[config.mk]
export PLATFORM = sky130hd
export DESIGN_NAME = system_control_regs
export DESIGN_NICKNAME = d
export VERILOG_FILES = /design/src/common/sysctl_pkg.sv /design/src/common/sram_clear_if.sv /design/src/sram_clear_seq.sv /design/src/axil_reg_port.sv /design/src/system_control_regs.sv
export SDC_FILE = /design/constraint.sdc
export NUM_CORES = 1
export LEC_CHECK = 0
export BUFFER_PORTS_ARGS = -buffer_cell sky130_fd_sc_hd__buf_2
export CAP_MARGIN = 20
export CORE_MARGIN = 3
export CORE_UTILIZATION = 35
export DETAILED_ROUTE_END_ITERATION = 7
export PLACE_DENSITY = 0.59
export SLEW_MARGIN = 0
export SYNTH_ARGS = -nofsm -noshare
export SYNTH_HDL_FRONTEND = slang
export SYNTH_SLANG_ARGS = --single-unit
[constraint.sdc]
create_clock -name aclk -period 1.9 [get_ports aclk]
set_input_delay 0.19 -clock aclk [delete_from_list [all_inputs] [get_ports aclk]]
set_output_delay 0.19 -clock aclk [all_outputs]
set_load 0.01 [all_outputs]
[src/common/sysctl_pkg.sv]
// package: register map, field layout, reset values and sram ranges for the control bank
// ****************************************************************
// Behaviour
// (RULE_01) eight-bit read/write current multiplier register
// (RULE_02) current code counts unit currents, larger bigger
// (RULE_03) same code sets proximity detect charging current
// (RULE_04) repeated-boot flag bit 7 is read only
// (RULE_05) flag reads 0 after single boot
// (RULE_06) flag reads 1 after repeated boot
// (RULE_07) bits 4:3 pick oscillator range 12/6/24
// (RULE_08) software loads matching trim on range change
// (RULE_09) skip clear: sram cleared after any reset
// (RULE_10) skip set: page 0 03h-D7h kept on watchdog
// (RULE_11) software writes zero to reserved bits
// ****************************************************************
package sysctl_pkg;

    // register byte offsets (printed offsets are not word multiples: index times four)
    localparam logic [7:0]  IDX_CURRENT      = 8'hFD;
    localparam logic [7:0]  IDX_SYSCTL       = 8'hFE;
    localparam logic [11:0] ADDR_CURRENT     = 12'h3F4;
    localparam logic [11:0] ADDR_SYSCTL      = 12'h3F8;
    localparam int          ADDR_W           = 12;

    // field positions in the control register
    localparam int          BIT_REBOOT       = 7;
    localparam int          BIT_OSC_HI       = 4;
    localparam int          BIT_OSC_LO       = 3;
    localparam int          BIT_SKIP         = 0;

    // reset values
    localparam logic [7:0]  RST_CURRENT      = 8'h00;
    localparam logic [1:0]  RST_OSC          = 2'h0;
    localparam logic        RST_SKIP         = 1'b0;

    // sram clear window and kept range
    localparam logic [7:0]  SRAM_KEEP_LO     = 8'h03;
    localparam logic [7:0]  SRAM_KEEP_HI     = 8'hD7;
    localparam logic [7:0]  SRAM_LAST        = 8'hFF;

    // axi responses
    localparam logic [1:0]  RESP_OKAY        = 2'h0;
    localparam logic [1:0]  RESP_SLVERR      = 2'h2;

    // oscillator range codes
    typedef enum logic [1:0] {
        OSC_12MHZ = 2'h0,
        OSC_6MHZ  = 2'h1,
        OSC_24MHZ = 2'h2,
        OSC_RSVD  = 2'h3
    } osc_range_t;

endpackage : sysctl_pkg

[src/common/sram_clear_if.sv]
// interface: request and progress of the sram clear sequencer
`timescale 1ns/1ps
`default_nettype none
interface sram_clear_if;
    logic       start;      // one-cycle start pulse
    logic       keep_range; // skip 03h..D7h
    logic       busy;       // sequence running
    logic       wr_en;      // sram write strobe
    logic [7:0] wr_addr;    // sram page 0 address
    modport ctl (output start, output keep_range, input busy, input wr_en, input wr_addr);
    modport seq (input start, input keep_range, output busy, output wr_en, output wr_addr);
endinterface : sram_clear_if
`default_nettype wire

[src/sram_clear_seq.sv]
// module: walks sram page 0 writing zero, optionally keeping a range
`timescale 1ns/1ps
`default_nettype none
module sram_clear_seq
    import sysctl_pkg::*;
(
    // clock and reset
    input  wire logic aclk,
    input  wire logic aresetn,
    input  wire logic ce,
    // control
    sram_clear_if.seq clr
);
    // ****************************************************************
    // state
    // ****************************************************************
    typedef struct packed {
        logic       busy;
        logic       keep;
        logic       wr_en;
        logic [7:0] addr;
    } seq_state_t;

    seq_state_t st;      // registered state
    seq_state_t next_st; // next state

    // kept address test
    function automatic logic in_keep(input logic [7:0] a);
        in_keep = (a >= SRAM_KEEP_LO) && (a <= SRAM_KEEP_HI);
    endfunction : in_keep

    // next state
    always_comb begin
        next_st = st;
        next_st.wr_en = 1'b0;
        if (!st.busy && clr.start) begin
            next_st.busy = 1'b1;
            next_st.keep = clr.keep_range;
            next_st.addr = 8'h00;
        end else if (st.busy) begin
            // write zero unless kept across watchdog [RULE_09] [RULE_10]
            next_st.wr_en = !(st.keep && in_keep(st.addr));
            if (st.addr == SRAM_LAST) begin
                next_st.busy = 1'b0;
            end
            next_st.addr = st.addr + 8'h01;
        end
    end

    // register
    always_ff @(posedge aclk) begin
        if (!aresetn) begin
            st <= '0;
        end else if (ce) begin
            st <= next_st;
        end
    end

    assign clr.busy    = st.busy;
    assign clr.wr_en   = st.wr_en;
    assign clr.wr_addr = st.addr - 8'h01;

    a_kept_untouched: assert property (@(posedge aclk) disable iff (!aresetn)
        (st.wr_en && st.keep) |-> !in_keep(clr.wr_addr))  // [RULE_10]
        else $error("kept sram address was cleared");
endmodule : sram_clear_seq
`default_nettype wire

[src/axil_reg_port.sv]
// module: axi4-lite slave front end producing single-cycle register strobes
`timescale 1ns/1ps
`default_nettype none
module axil_reg_port
    import sysctl_pkg::*;
(
    // clock and reset
    input  wire logic              aclk,
    input  wire logic              aresetn,
    input  wire logic              ce,
    // write channels
    input  wire logic [ADDR_W-1:0] awaddr,
    input  wire logic              awvalid,
    output var  logic              awready,
    input  wire logic [31:0]       wdata,
    input  wire logic [3:0]        wstrb,
    input  wire logic              wvalid,
    output var  logic              wready,
    output var  logic [1:0]        bresp,
    output var  logic              bvalid,
    input  wire logic              bready,
    // read channels
    input  wire logic [ADDR_W-1:0] araddr,
    input  wire logic              arvalid,
    output var  logic              arready,
    output var  logic [31:0]       rdata,
    output var  logic [1:0]        rresp,
    output var  logic              rvalid,
    input  wire logic              rready,
    // register side
    output var  logic              wr_stb,
    output var  logic [ADDR_W-1:0] wr_addr,
    output var  logic [7:0]        wr_data,
    output var  logic              rd_stb,
    output var  logic [ADDR_W-1:0] rd_addr,
    input  wire logic [7:0]        rd_data,
    input  wire logic              rd_hit,
    input  wire logic              wr_hit
);
    // ****************************************************************
    // state
    // ****************************************************************
    typedef struct packed {
        logic              aw_got;
        logic              w_got;
        logic [ADDR_W-1:0] aw;
        logic [7:0]        wd;
        logic              wl;
        logic              bv;
        logic [1:0]        br;
        logic              rv;
        logic [31:0]       rd;
        logic [1:0]        rr;
        logic              ws;
        logic              rs;
        logic [ADDR_W-1:0] ra;
    } port_state_t;

    port_state_t st;      // registered state
    port_state_t next_st; // next state

    // channel handshakes and response generation
    always_comb begin
        next_st = st;
        next_st.ws = 1'b0;
        next_st.rs = 1'b0;
        if (awvalid && !st.aw_got && !st.bv) begin
            next_st.aw_got = 1'b1;
            next_st.aw     = awaddr;
        end
        if (wvalid && !st.w_got && !st.bv) begin
            next_st.w_got = 1'b1;
            next_st.wd    = wdata[7:0];
            next_st.wl    = wstrb[0];
        end
        // both halves present: strobe register and answer
        if (st.aw_got && st.w_got) begin
            next_st.aw_got = 1'b0;
            next_st.w_got  = 1'b0;
            next_st.ws     = st.wl && wr_hit;
            next_st.bv     = 1'b1;
            next_st.br     = wr_hit ? RESP_OKAY : RESP_SLVERR;
        end
        if (st.bv && bready) begin
            next_st.bv = 1'b0;
        end
        // read: capture address, data one cycle later
        if (arvalid && !st.rv && !st.rs) begin
            next_st.rs = 1'b1;
            next_st.ra = araddr;
        end
        if (st.rs) begin
            next_st.rv = 1'b1;
            next_st.rd = {24'h000000, rd_data};
            next_st.rr = rd_hit ? RESP_OKAY : RESP_SLVERR;
        end
        if (st.rv && rready) begin
            next_st.rv = 1'b0;
        end
    end

    // register
    always_ff @(posedge aclk) begin
        if (!aresetn) begin
            st <= '0;
        end else if (ce) begin
            st <= next_st;
        end
    end

    assign awready = !st.aw_got && !st.bv;
    assign wready  = !st.w_got && !st.bv;
    assign bvalid  = st.bv;
    assign bresp   = st.br;
    assign arready = !st.rv && !st.rs;
    assign rvalid  = st.rv;
    assign rdata   = st.rd;
    assign rresp   = st.rr;
    assign wr_stb  = st.ws;
    assign wr_addr = st.aw;
    assign wr_data = st.wd;
    assign rd_stb  = st.rs;
    assign rd_addr = st.ra;
endmodule : axil_reg_port
`default_nettype wire

[src/system_control_regs.sv]
// module: current setting and system status/control register bank
//
// Decided for this implementation: the AXI4-Lite register port.
`timescale 1ns/1ps
`default_nettype none
module system_control_regs
    import sysctl_pkg::*;
(
    // clock and reset
    input  wire logic                         aclk,
    input  wire logic                         aresetn,
    input  wire logic                         ce,
    // axi4-lite write
    input  wire logic [sysctl_pkg::ADDR_W-1:0] s_awaddr,
    input  wire logic                         s_awvalid,
    output var  logic                         s_awready,
    input  wire logic [31:0]                  s_wdata,
    input  wire logic [3:0]                   s_wstrb,
    input  wire logic                         s_wvalid,
    output var  logic                         s_wready,
    output var  logic [1:0]                   s_bresp,
    output var  logic                         s_bvalid,
    input  wire logic                         s_bready,
    // axi4-lite read
    input  wire logic [sysctl_pkg::ADDR_W-1:0] s_araddr,
    input  wire logic                         s_arvalid,
    output var  logic                         s_arready,
    output var  logic [31:0]                  s_rdata,
    output var  logic [1:0]                   s_rresp,
    output var  logic                         s_rvalid,
    input  wire logic                         s_rready,
    // reset cause inputs from the reset generator (pins or other logic, asynchronous, synchronised here)
    input  wire logic                         boot_done,
    input  wire logic                         por_event,
    input  wire logic                         external_reset_input,
    input  wire logic                         watchdog_reset_event,
    // analog current source and oscillator controls
    output var  logic [7:0]                   current_unit_count,
    output var  logic [7:0]                   proximity_unit_count,
    output var  logic [1:0]                   osc_range_select,
    output var  logic                         osc_range_valid,
    // sram clear port
    output var  logic                         sram_wr_en,
    output var  logic [7:0]                   sram_wr_addr,
    output var  logic                         sram_clear_busy
);
    // ****************************************************************
    // state: synchronisers for asynchronous event inputs, register fields and registered outputs
    // ****************************************************************
    typedef struct packed {
        logic [3:0] sync1;       // first stage, read only by second
        logic [3:0] sync2;       // second stage
        logic [3:0] prev;        // edge detect history
        logic [7:0] current;     // current code
        logic [1:0] osc;         // oscillator range
        logic       skip;        // sram init skip
        logic       reboot;      // repeated boot flag
        logic       booted;      // boot seen once
        logic       start;       // clear start pulse
        logic       keep;        // keep range on this clear
        logic [7:0] cur_out;     // registered output copies
        logic [7:0] prox_out;
        logic [1:0] osc_out;
        logic       osc_ok;
        logic       wr_en;
        logic [7:0] wr_addr;
        logic       busy;
    } bank_state_t;

    bank_state_t st;      // registered state
    bank_state_t next_st; // next state

    // ****************************************************************
    // bus front end
    // ****************************************************************
    logic                 wr_stb;  // register write strobe
    logic [ADDR_W-1:0]    wr_addr; // write address
    logic [7:0]           wr_data; // write data low byte
    logic                 rd_stb;  // read strobe
    logic [ADDR_W-1:0]    rd_addr; // read address
    logic [7:0]           rd_data; // read data
    logic                 rd_hit;  // mapped read
    logic                 wr_hit;  // mapped write

    // mapped address decode
    function automatic logic is_mapped(input logic [ADDR_W-1:0] a);
        is_mapped = (a == ADDR_CURRENT) || (a == ADDR_SYSCTL);
    endfunction : is_mapped

    axil_reg_port u_port (
        .aclk    (aclk),
        .aresetn (aresetn),
        .ce      (ce),
        .awaddr  (s_awaddr),
        .awvalid (s_awvalid),
        .awready (s_awready),
        .wdata   (s_wdata),
        .wstrb   (s_wstrb),
        .wvalid  (s_wvalid),
        .wready  (s_wready),
        .bresp   (s_bresp),
        .bvalid  (s_bvalid),
        .bready  (s_bready),
        .araddr  (s_araddr),
        .arvalid (s_arvalid),
        .arready (s_arready),
        .rdata   (s_rdata),
        .rresp   (s_rresp),
        .rvalid  (s_rvalid),
        .rready  (s_rready),
        .wr_stb  (wr_stb),
        .wr_addr (wr_addr),
        .wr_data (wr_data),
        .rd_stb  (rd_stb),
        .rd_addr (rd_addr),
        .rd_data (rd_data),
        .rd_hit  (rd_hit),
        .wr_hit  (wr_hit)
    );

    // ****************************************************************
    // sram clear sequencer
    // ****************************************************************
    sram_clear_if clr_if ();

    sram_clear_seq u_seq (
        .aclk    (aclk),
        .aresetn (aresetn),
        .ce      (ce),
        .clr     (clr_if.seq)
    );

    assign clr_if.start      = st.start;
    assign clr_if.keep_range = st.keep;

    // ****************************************************************
    // read mux and decode
    // ****************************************************************
    always_comb begin
        rd_hit  = is_mapped(rd_addr);
        wr_hit  = is_mapped(wr_addr);
        rd_data = 8'h00;
        if (rd_addr == ADDR_CURRENT) begin
            rd_data = st.current;                       // [RULE_01]
        end else if (rd_addr == ADDR_SYSCTL) begin
            // reserved bits read zero
            rd_data[BIT_REBOOT]            = st.reboot;  // [RULE_05] [RULE_06]
            rd_data[BIT_OSC_HI:BIT_OSC_LO] = st.osc;
            rd_data[BIT_SKIP]              = st.skip;
        end
    end

    // ****************************************************************
    // next state
    // ****************************************************************
    logic [3:0] rise; // rising edges of synchronised events

    always_comb begin
        next_st       = st;
        next_st.start = 1'b0;
        next_st.sync1 = {watchdog_reset_event, external_reset_input, por_event, boot_done};
        next_st.sync2 = st.sync1;
        next_st.prev  = st.sync2;
        rise          = st.sync2 & ~st.prev;
        // boot completion: second boot marks repeat [RULE_05] [RULE_06]
        if (rise[0]) begin
            next_st.booted = 1'b1;
            if (st.booted) begin
                next_st.reboot = 1'b1;
            end
        end
        // power-on clears boot history
        if (rise[1]) begin
            next_st.booted = 1'b0;
            next_st.reboot = 1'b0;
        end
        // reset events trigger sram clear [RULE_09]
        if (rise[1] || rise[2] || rise[3]) begin
            next_st.start = 1'b1;
            // keep range only for watchdog with skip set [RULE_10]
            next_st.keep  = rise[3] && !rise[1] && !rise[2] && st.skip;
        end
        // register writes; flag bit not writable [RULE_04]
        if (wr_stb && wr_addr == ADDR_CURRENT) begin
            next_st.current = wr_data;                  // [RULE_01]
        end
        if (wr_stb && wr_addr == ADDR_SYSCTL) begin
            next_st.osc  = wr_data[BIT_OSC_HI:BIT_OSC_LO]; // [RULE_07]
            next_st.skip = wr_data[BIT_SKIP];
        end
        // outputs registered
        next_st.cur_out  = next_st.current;             // [RULE_02]
        next_st.prox_out = next_st.current;             // [RULE_03]
        next_st.osc_out  = next_st.osc;                 // [RULE_07]
        next_st.osc_ok   = (next_st.osc != OSC_RSVD);
        next_st.wr_en    = clr_if.wr_en;
        next_st.wr_addr  = clr_if.wr_addr;
        next_st.busy     = clr_if.busy;
    end

    // ****************************************************************
    // register
    // ****************************************************************
    always_ff @(posedge aclk) begin
        if (!aresetn) begin
            st         <= '0;
            st.current <= RST_CURRENT;
            st.osc     <= RST_OSC;
            st.skip    <= RST_SKIP;
            st.osc_ok  <= 1'b1;
        end else if (ce) begin
            st <= next_st;
        end
    end

    assign current_unit_count   = st.cur_out;
    assign proximity_unit_count = st.prox_out;
    assign osc_range_select     = st.osc_out;
    assign osc_range_valid      = st.osc_ok;
    assign sram_wr_en           = st.wr_en;
    assign sram_wr_addr         = st.wr_addr;
    assign sram_clear_busy      = st.busy;

    // ****************************************************************
    // assertions
    // ****************************************************************
    a_current_write: assert property (@(posedge aclk) disable iff (!aresetn)
        (ce && wr_stb && wr_addr == ADDR_CURRENT) ##1 ce |=> current_unit_count == $past(wr_data, 2)) // [RULE_01]
        else $error("current code not applied");
    a_prox_same: assert property (@(posedge aclk) disable iff (!aresetn)
        proximity_unit_count == current_unit_count)  // [RULE_03]
        else $error("proximity current differs");
    a_count_tracks: assert property (@(posedge aclk) disable iff (!aresetn)
        current_unit_count == st.current) // [RULE_02]
        else $error("unit count not from register");
    a_flag_ro: assert property (@(posedge aclk) disable iff (!aresetn)
        (ce && wr_stb && !rise[0] && !rise[1]) |=> st.reboot == $past(st.reboot)) // [RULE_04]
        else $error("repeated boot flag changed by write");
    a_flag_once: assert property (@(posedge aclk) disable iff (!aresetn)
        (!st.booted) |-> !st.reboot)  // [RULE_05]
        else $error("flag set after single boot");
    a_flag_twice: assert property (@(posedge aclk) disable iff (!aresetn)
        (ce && rise[0] && st.booted && !rise[1]) |=> st.reboot) // [RULE_06]
        else $error("flag not set on repeated boot");
    a_osc_valid: assert property (@(posedge aclk) disable iff (!aresetn)
        osc_range_valid == (osc_range_select != OSC_RSVD)) // [RULE_07]
        else $error("osc range valid wrong");
    a_clear_start: assert property (@(posedge aclk) disable iff (!aresetn)
        (ce && (rise[1] || rise[2])) |=> st.start && !st.keep) // [RULE_09]
        else $error("full sram clear not started");
    a_wdr_keep: assert property (@(posedge aclk) disable iff (!aresetn)
        (ce && rise[3] && !rise[1] && !rise[2] && st.skip) |=> st.keep) // [RULE_10]
        else $error("watchdog keep range not honoured");

    c_write_current: cover property (@(posedge aclk) wr_stb && wr_addr == ADDR_CURRENT);
    c_repeat_boot: cover property (@(posedge aclk) st.reboot);
    c_keep_clear: cover property (@(posedge aclk) st.start && st.keep);
endmodule : system_control_regs
`default_nettype wire

# [After elaboration in Yosys (flattened, before gate mapping)]
# Cells that the tools add are included.
[totals] out_inout_bits=70 input_bits=72 elab_cells=131 reg_bits=100
[classes] n_reduce_logical=57 bitwise_logic=2 magnitude_cmp=2 n_mux=31 n_addsub=2 eq_ne=6
[ops] operator="equality test 12 x 10 -> 1 bit, second input constant" n=4
[ops] operator="two-way mux 35 bit" n=1
[ops] operator="AND reduction 2 bit" n=15
[ops] operator="logical AND 1 bit" n=21
[ops] operator="two-way mux 2 bit" n=10
[ops] operator="two-way mux 8 bit" n=2
[ops] operator="two-way mux 1 bit" n=14
[ops] operator="nonzero test 2 bit" n=7
[ops] operator="two-way mux 13 bit" n=1
[ops] operator="logical NOT 1 bit" n=9
[ops] operator="two-way mux 9 bit" n=1
[ops] operator="adder 8 x 1 -> 8 bit, second input constant" n=1
[ops] operator="equality test 8 bit, second input constant" n=1
[ops] operator=">= comparator 8 x 2 -> 1 bit, second input constant" n=1
[ops] operator="less-or-equal comparator 8 bit, second input constant" n=1
[ops] operator="subtractor 8 x 1 -> 8 bit, second input constant" n=1
[ops] operator="two-way mux 3 bit" n=2
[ops] operator="AND 4 bit" n=1
[ops] operator="logical OR 1 bit" n=4
[ops] operator="NOT 4 bit" n=1
[ops] operator="AND reduction 3 bit" n=1
[ops] operator="inequality test 2 bit, second input constant" n=1

# [Depth between registers and ports, before layout]
[logic_depth] depth_word=7 mapped_depth=6 mapped_depth_nobuf=6

# [By module]
# From an unflattened synthesis, not the netlist that was laid out.
[hier_totals] hier_cells=568 area_unflattened_um2=5108.6
[modules_own_cells] module="axil_reg_port" seq_area_each_um2=980.9 instances=1 area_each_um2=2555.0 cells_per_inst=284
[modules_own_cells] module="system_control_regs" seq_area_each_um2=760.7 instances=1 area_each_um2=1874.3 cells_per_inst=200
[modules_own_cells] module="sram_clear_seq" seq_area_each_um2=220.2 instances=1 area_each_um2=679.4 cells_per_inst=84

# [Least setup slack after synthesis]
# No wires, ideal clock.
[synth_path] kind="flip-flop to flip-flop" startpoint="reg u_port.st, in the netlist u_port.wr_addr[10]" endpoint="reg st, in the netlist proximity_unit_count[0]" setup_ns=0.128 period_less_slack_ns=1.536 path_stages_with_launch=5 slack_ns=0.364 required_ns=1.772 n_path_buf=0 arrival_ns=1.409 cell_sequence="dfxtp_1 > or2_4 > nor4_4 > mux2i_1 > nor2_1"
[synth_via] elab_chain_len=3
[synth_rtl] item="start, declared" line="axil_reg_port.sv:59" source="port_state_t st;"
[synth_rtl] item="start signal, assigned" line="axil_reg_port.sv:107" source="st <= next_st;"
[synth_rtl] item="equality test 12 x 10 -> 1 bit" line="system_control_regs.sv:184" source="if (wr_stb && wr_addr == ADDR_CURRENT) begin"
[synth_rtl] item="logical AND 1 bit" line="system_control_regs.sv:184"
[synth_rtl] item="AND reduction 2 bit (no line)"
[synth_rtl] item="end signal, assigned" line="system_control_regs.sv:212" source="st <= next_st;"
[synth_rtl] item="end, declared" line="system_control_regs.sv:70" source="bank_state_t st;"
# No other way between the ends.
# A chain may end at the register's enable or synchronous reset.

# [Final worst setup path]
[layout_path] startpoint="reg u_port.st, in the netlist u_port.wr_addr[6]" endpoint="reg st, in the netlist osc_range_select[0]"
[layout_via] elab_chain_len=3
[layout_rtl] item="equality test 12 x 10 -> 1 bit" line="system_control_regs.sv:187" source="if (wr_stb && wr_addr == ADDR_SYSCTL) begin"
[layout_rtl] item="logical AND 1 bit" line="system_control_regs.sv:187"
[layout_rtl] item="two-way mux 3 bit" line="system_control_regs.sv:187"
# No other way between the ends.

==> flow_summary.yaml <==
grt:
  grt_max_degree: 45
  track_usage: 0.1386
  overflow: 0
  grt_pass1_vias: 3174
  grt_pass1_wl_um: 15620
  antenna_found_initial: 0
layout:
  diodes: 0
  utilization: 0.4088
  drive_gt1_frac: 0.2098
  syn2layout_area_growth_pct: 12.93
  post-route-cell-area_sq_um: 4972
  finalNetCount: 641
synthesis:
  avgSynthCellArea_sq_um: 8.403
  syn_inst: 524
  synth_async_sr_flop_share: 0
  synthDistinctLibCells: 47
  synth_edf_count: 0
  synth_seq_area_share: 0.4456
  synth-seq-cells: 98
  yosys_warnings: 0
  ys.flop_type: "dfxtp_1"
  syn-cell-area_sq_um: 4403
setup_path:
  end_kind: "flop"
  worstRegToRegCells: 4
  rr_endpoint: "osc_range_select[0]"
  cp.required_ns: 2.14
  cp_data_arrival_time_ns: 1.86
  rr_startpoint: "u_port.wr_addr[6]"
  start_kind: "flop"
  crit_fanout: 5
  r2r_slack_ns: 0.27
  path_class: "flop to flop"
timing:
  setup_viol: 0
  rsz0062_at_grt: "false"
  skew_ns: 0.005847
  setup_slack_ns: 0.2749
  period_share: 0.8553
  fin_setup_tns_ns: 0
  hold_viol: 0
  timing.fmax_mhz: 615.3
  tightest_slew_ns: 0.5898
  period_minus_slack_ns: 1.625
  fin_hold_ws_ns: 0.03566
  drv_slew: 0
  relSlewSlack: 0.6037
floorplanning:
  core_area_sq_um: 12160
  rows: 40
  start_util: 0.3620
  dieArea_sq_um: 13960
  die_w_um: 118.2
  die_height_um: 118.2
  io-pin-count: 142
run:
  drv_cap: 0
pwr:
  max-vdd-ir-drop_mv: 0.3400
  p_leak_nw: 2.033
  netSwitchingPower_w: 0.001071
  p_int_w: 0.003416
  p_clk_frac: 0.437
  pwr-share-comb: 0.079
  seqPwrFrac: 0.484
  netSwitchingFraction: 0.2387
  power_density_nw_per_um2: 902.5
worst_hold_path:
  hold_start: "s_bready"
  hold_path_class: "input pin to flop"
  whs_path_depth: 2
  hold_end: "u_port.bvalid"
route:
  drtIter0Drc: 133
  vias: 3463
  drc: 0
  vias_per_cell: 4.680
  wire_per_inst_um: 13.13
  dr.pass1.iters: 4
  wl_um: 9713
  antenna_left: 0
cts:
  cts_setup_buffers: 0
  htreeDepth: 3
  clock_latency_ns: 0.35
  cts_hold_buffers: 0
  cts_buffers: 9
  cts_root_buf: "clkbuf_16"
  cts_sinks: 98
  clockBufferDepth: 2
  cts_tree: "done"
  path_clk_slew_ns: 0.07
  postCtsResizedCells: 0
placement:
  placed_area_sq_um: 4653
  routabilityCongestion: 0.7757
  port_buffers: 88
  dp_hpwl_um: 6995
  place_ws_ns: 0.2562
outcome:
  status: "completed"
[worst max-delay path, stage by stage (launching register included)]
cell and delay, ns:
dfxtp_1 0.33, nand4_1 0.28, nor4_2 0.59, mux2i_1 0.25
nor2_1 0.05
[metrics by stage]
| step | total power [W] | std cells |
|---|---|---|
| floorplan | 0.002503 | 549 |
| global placement | 0.002568 | 724 |
| detailed placement | 0.002579 | 724 |
| CTS | 0.004547 | 740 |
| global route | 0.004685 | 740 |
| finish | 0.004488 | 740 |
[cell type report]
| cell class | instances | area [sq um] |
|---|---|---|
| Tap cell | 168 | 210.2 |
| Fill cell | 1243 | 7189 |
| Clock buffer | 9 | 225.2 |
| Inverter | 6 | 22.52 |
| Sequential cell | 98 | 1962 |
| Timing Repair Buffer | 94 | 510.5 |
| Clock inverter | 7 | 93.84 |
| Multi-Input combinational cell | 358 | 1948 |
[power by group through the flow]
stage / combinational, W / clock [W] / sequential (W)
global route: 0.000396 / 0.00211 / 0.00218
finish: 0.000355 / 0.00196 / 0.00217
detailed placement: 0.000358 / 0 / 0.00222
CTS: 0.000359 / 0.00201 / 0.00217
floorplan: 0.000294 / 0 / 0.00221
global placement: 0.000351 / 0 / 0.00222
[kinds of logic (layout without fill, tap and decap cells)]
| logic type | after synthesis | after routing | synth area share |
|---|---|---|---|
| other | 1 | 26 | 0.0008517 |
| adder cells (fa/ha/maj) | 2 | 2 | 0.005683 |
| buffers and inverters | 93 | 116 | 0.1333 |
| AO/OA/AOI/OAI | 94 | 94 | 0.1202 |
| XOR/XNOR | 7 | 7 | 0.01392 |
| multiplexers | 26 | 26 | 0.05911 |
| AND/OR/NAND/NOR | 203 | 203 | 0.2214 |
| flip-flops | 98 | 98 | 0.4456 |
[worst max-delay path by stage]
stage / from / endpoint / slack [ns] / cells past startpoint
after global placement: u_port.wr_addr[7] / st[33] / 0.31 / 4
final: u_port.wr_addr[6] / osc_range_select[0] / 0.27 / 4
after global routing: u_port.wr_addr[6] / osc_range_select[0] / 0.1 / 4
after floorplan: u_port.wr_addr[10] / proximity_unit_count[0] / 0.36 / 4
after CTS: u_port.wr_addr[7] / osc_range_select[0] / 0.24 / 4
after detailed placement: u_port.wr_addr[7] / osc_range_select[0] / 0.26 / 4
[metal layers]
layer / global-route usage / vias up / wire, um
li1: - / 1768 / -
met1: 0.1756 / 1601 / 4543
met2: 0.2144 / 82 / 4389
met3: 0.04306 / 12 / 530
met4: 0.06667 / 0 / 250
met5: 0 / - / 0
[cell usage in the layout, fill, tap and decap left out, drive strengths merged, types with 6 or more instances in the layout]
cell / instances
nor2: 53
conb: 26
nand3: 8
nand2: 95
mux2i: 26
nor4: 7
o21ai: 16
clkbuf: 9
dfxtp: 98
buf: 94
nor3: 6
a21oi: 57
[synthesized netlist by cell type, types with 3 or more instances]
| cell type | instances | share of area |
|---|---|---|
| nand2_1 | 95 | 0.081 |
| o21ai_0 | 16 | 0.018 |
| dfxtp_1 | 98 | 0.45 |
| nand3b_1 | 4 | 0.0068 |
| nor3_1 | 6 | 0.0068 |
| nor4_1 | 3 | 0.0043 |
| nand2b_1 | 3 | 0.0043 |
| buf_4 | 62 | 0.11 |
| nand4_1 | 4 | 0.0057 |
| xnor2_1 | 5 | 0.0099 |
| a31oi_1 | 4 | 0.0057 |
| clkbuf_1 | 19 | 0.016 |
| nor2b_1 | 5 | 0.0071 |
| a21oi_1 | 57 | 0.065 |
| inv_1 | 4 | 0.0034 |
| a311oi_1 | 4 | 0.0080 |
| mux2i_1 | 26 | 0.059 |
| or3_1 | 4 | 0.0057 |
| buf_2 | 4 | 0.0045 |
| nor2_1 | 53 | 0.045 |
| a211oi_1 | 4 | 0.0068 |
| nand3_1 | 8 | 0.0091 |
[registers in the layout, summed over array words and instances, names as in the netlist, 2 cells and up]
name and count:
u_port.st 3, u_seq.st 9, u_port.rd_addr 12, osc_range_select 2, u_port.wr_data 8, st 7, next_st 8, u_port.rdata 8
proximity_unit_count 8, u_port.wr_addr 12, sram_wr_addr 8
Power figures use the tool's default switching activity.
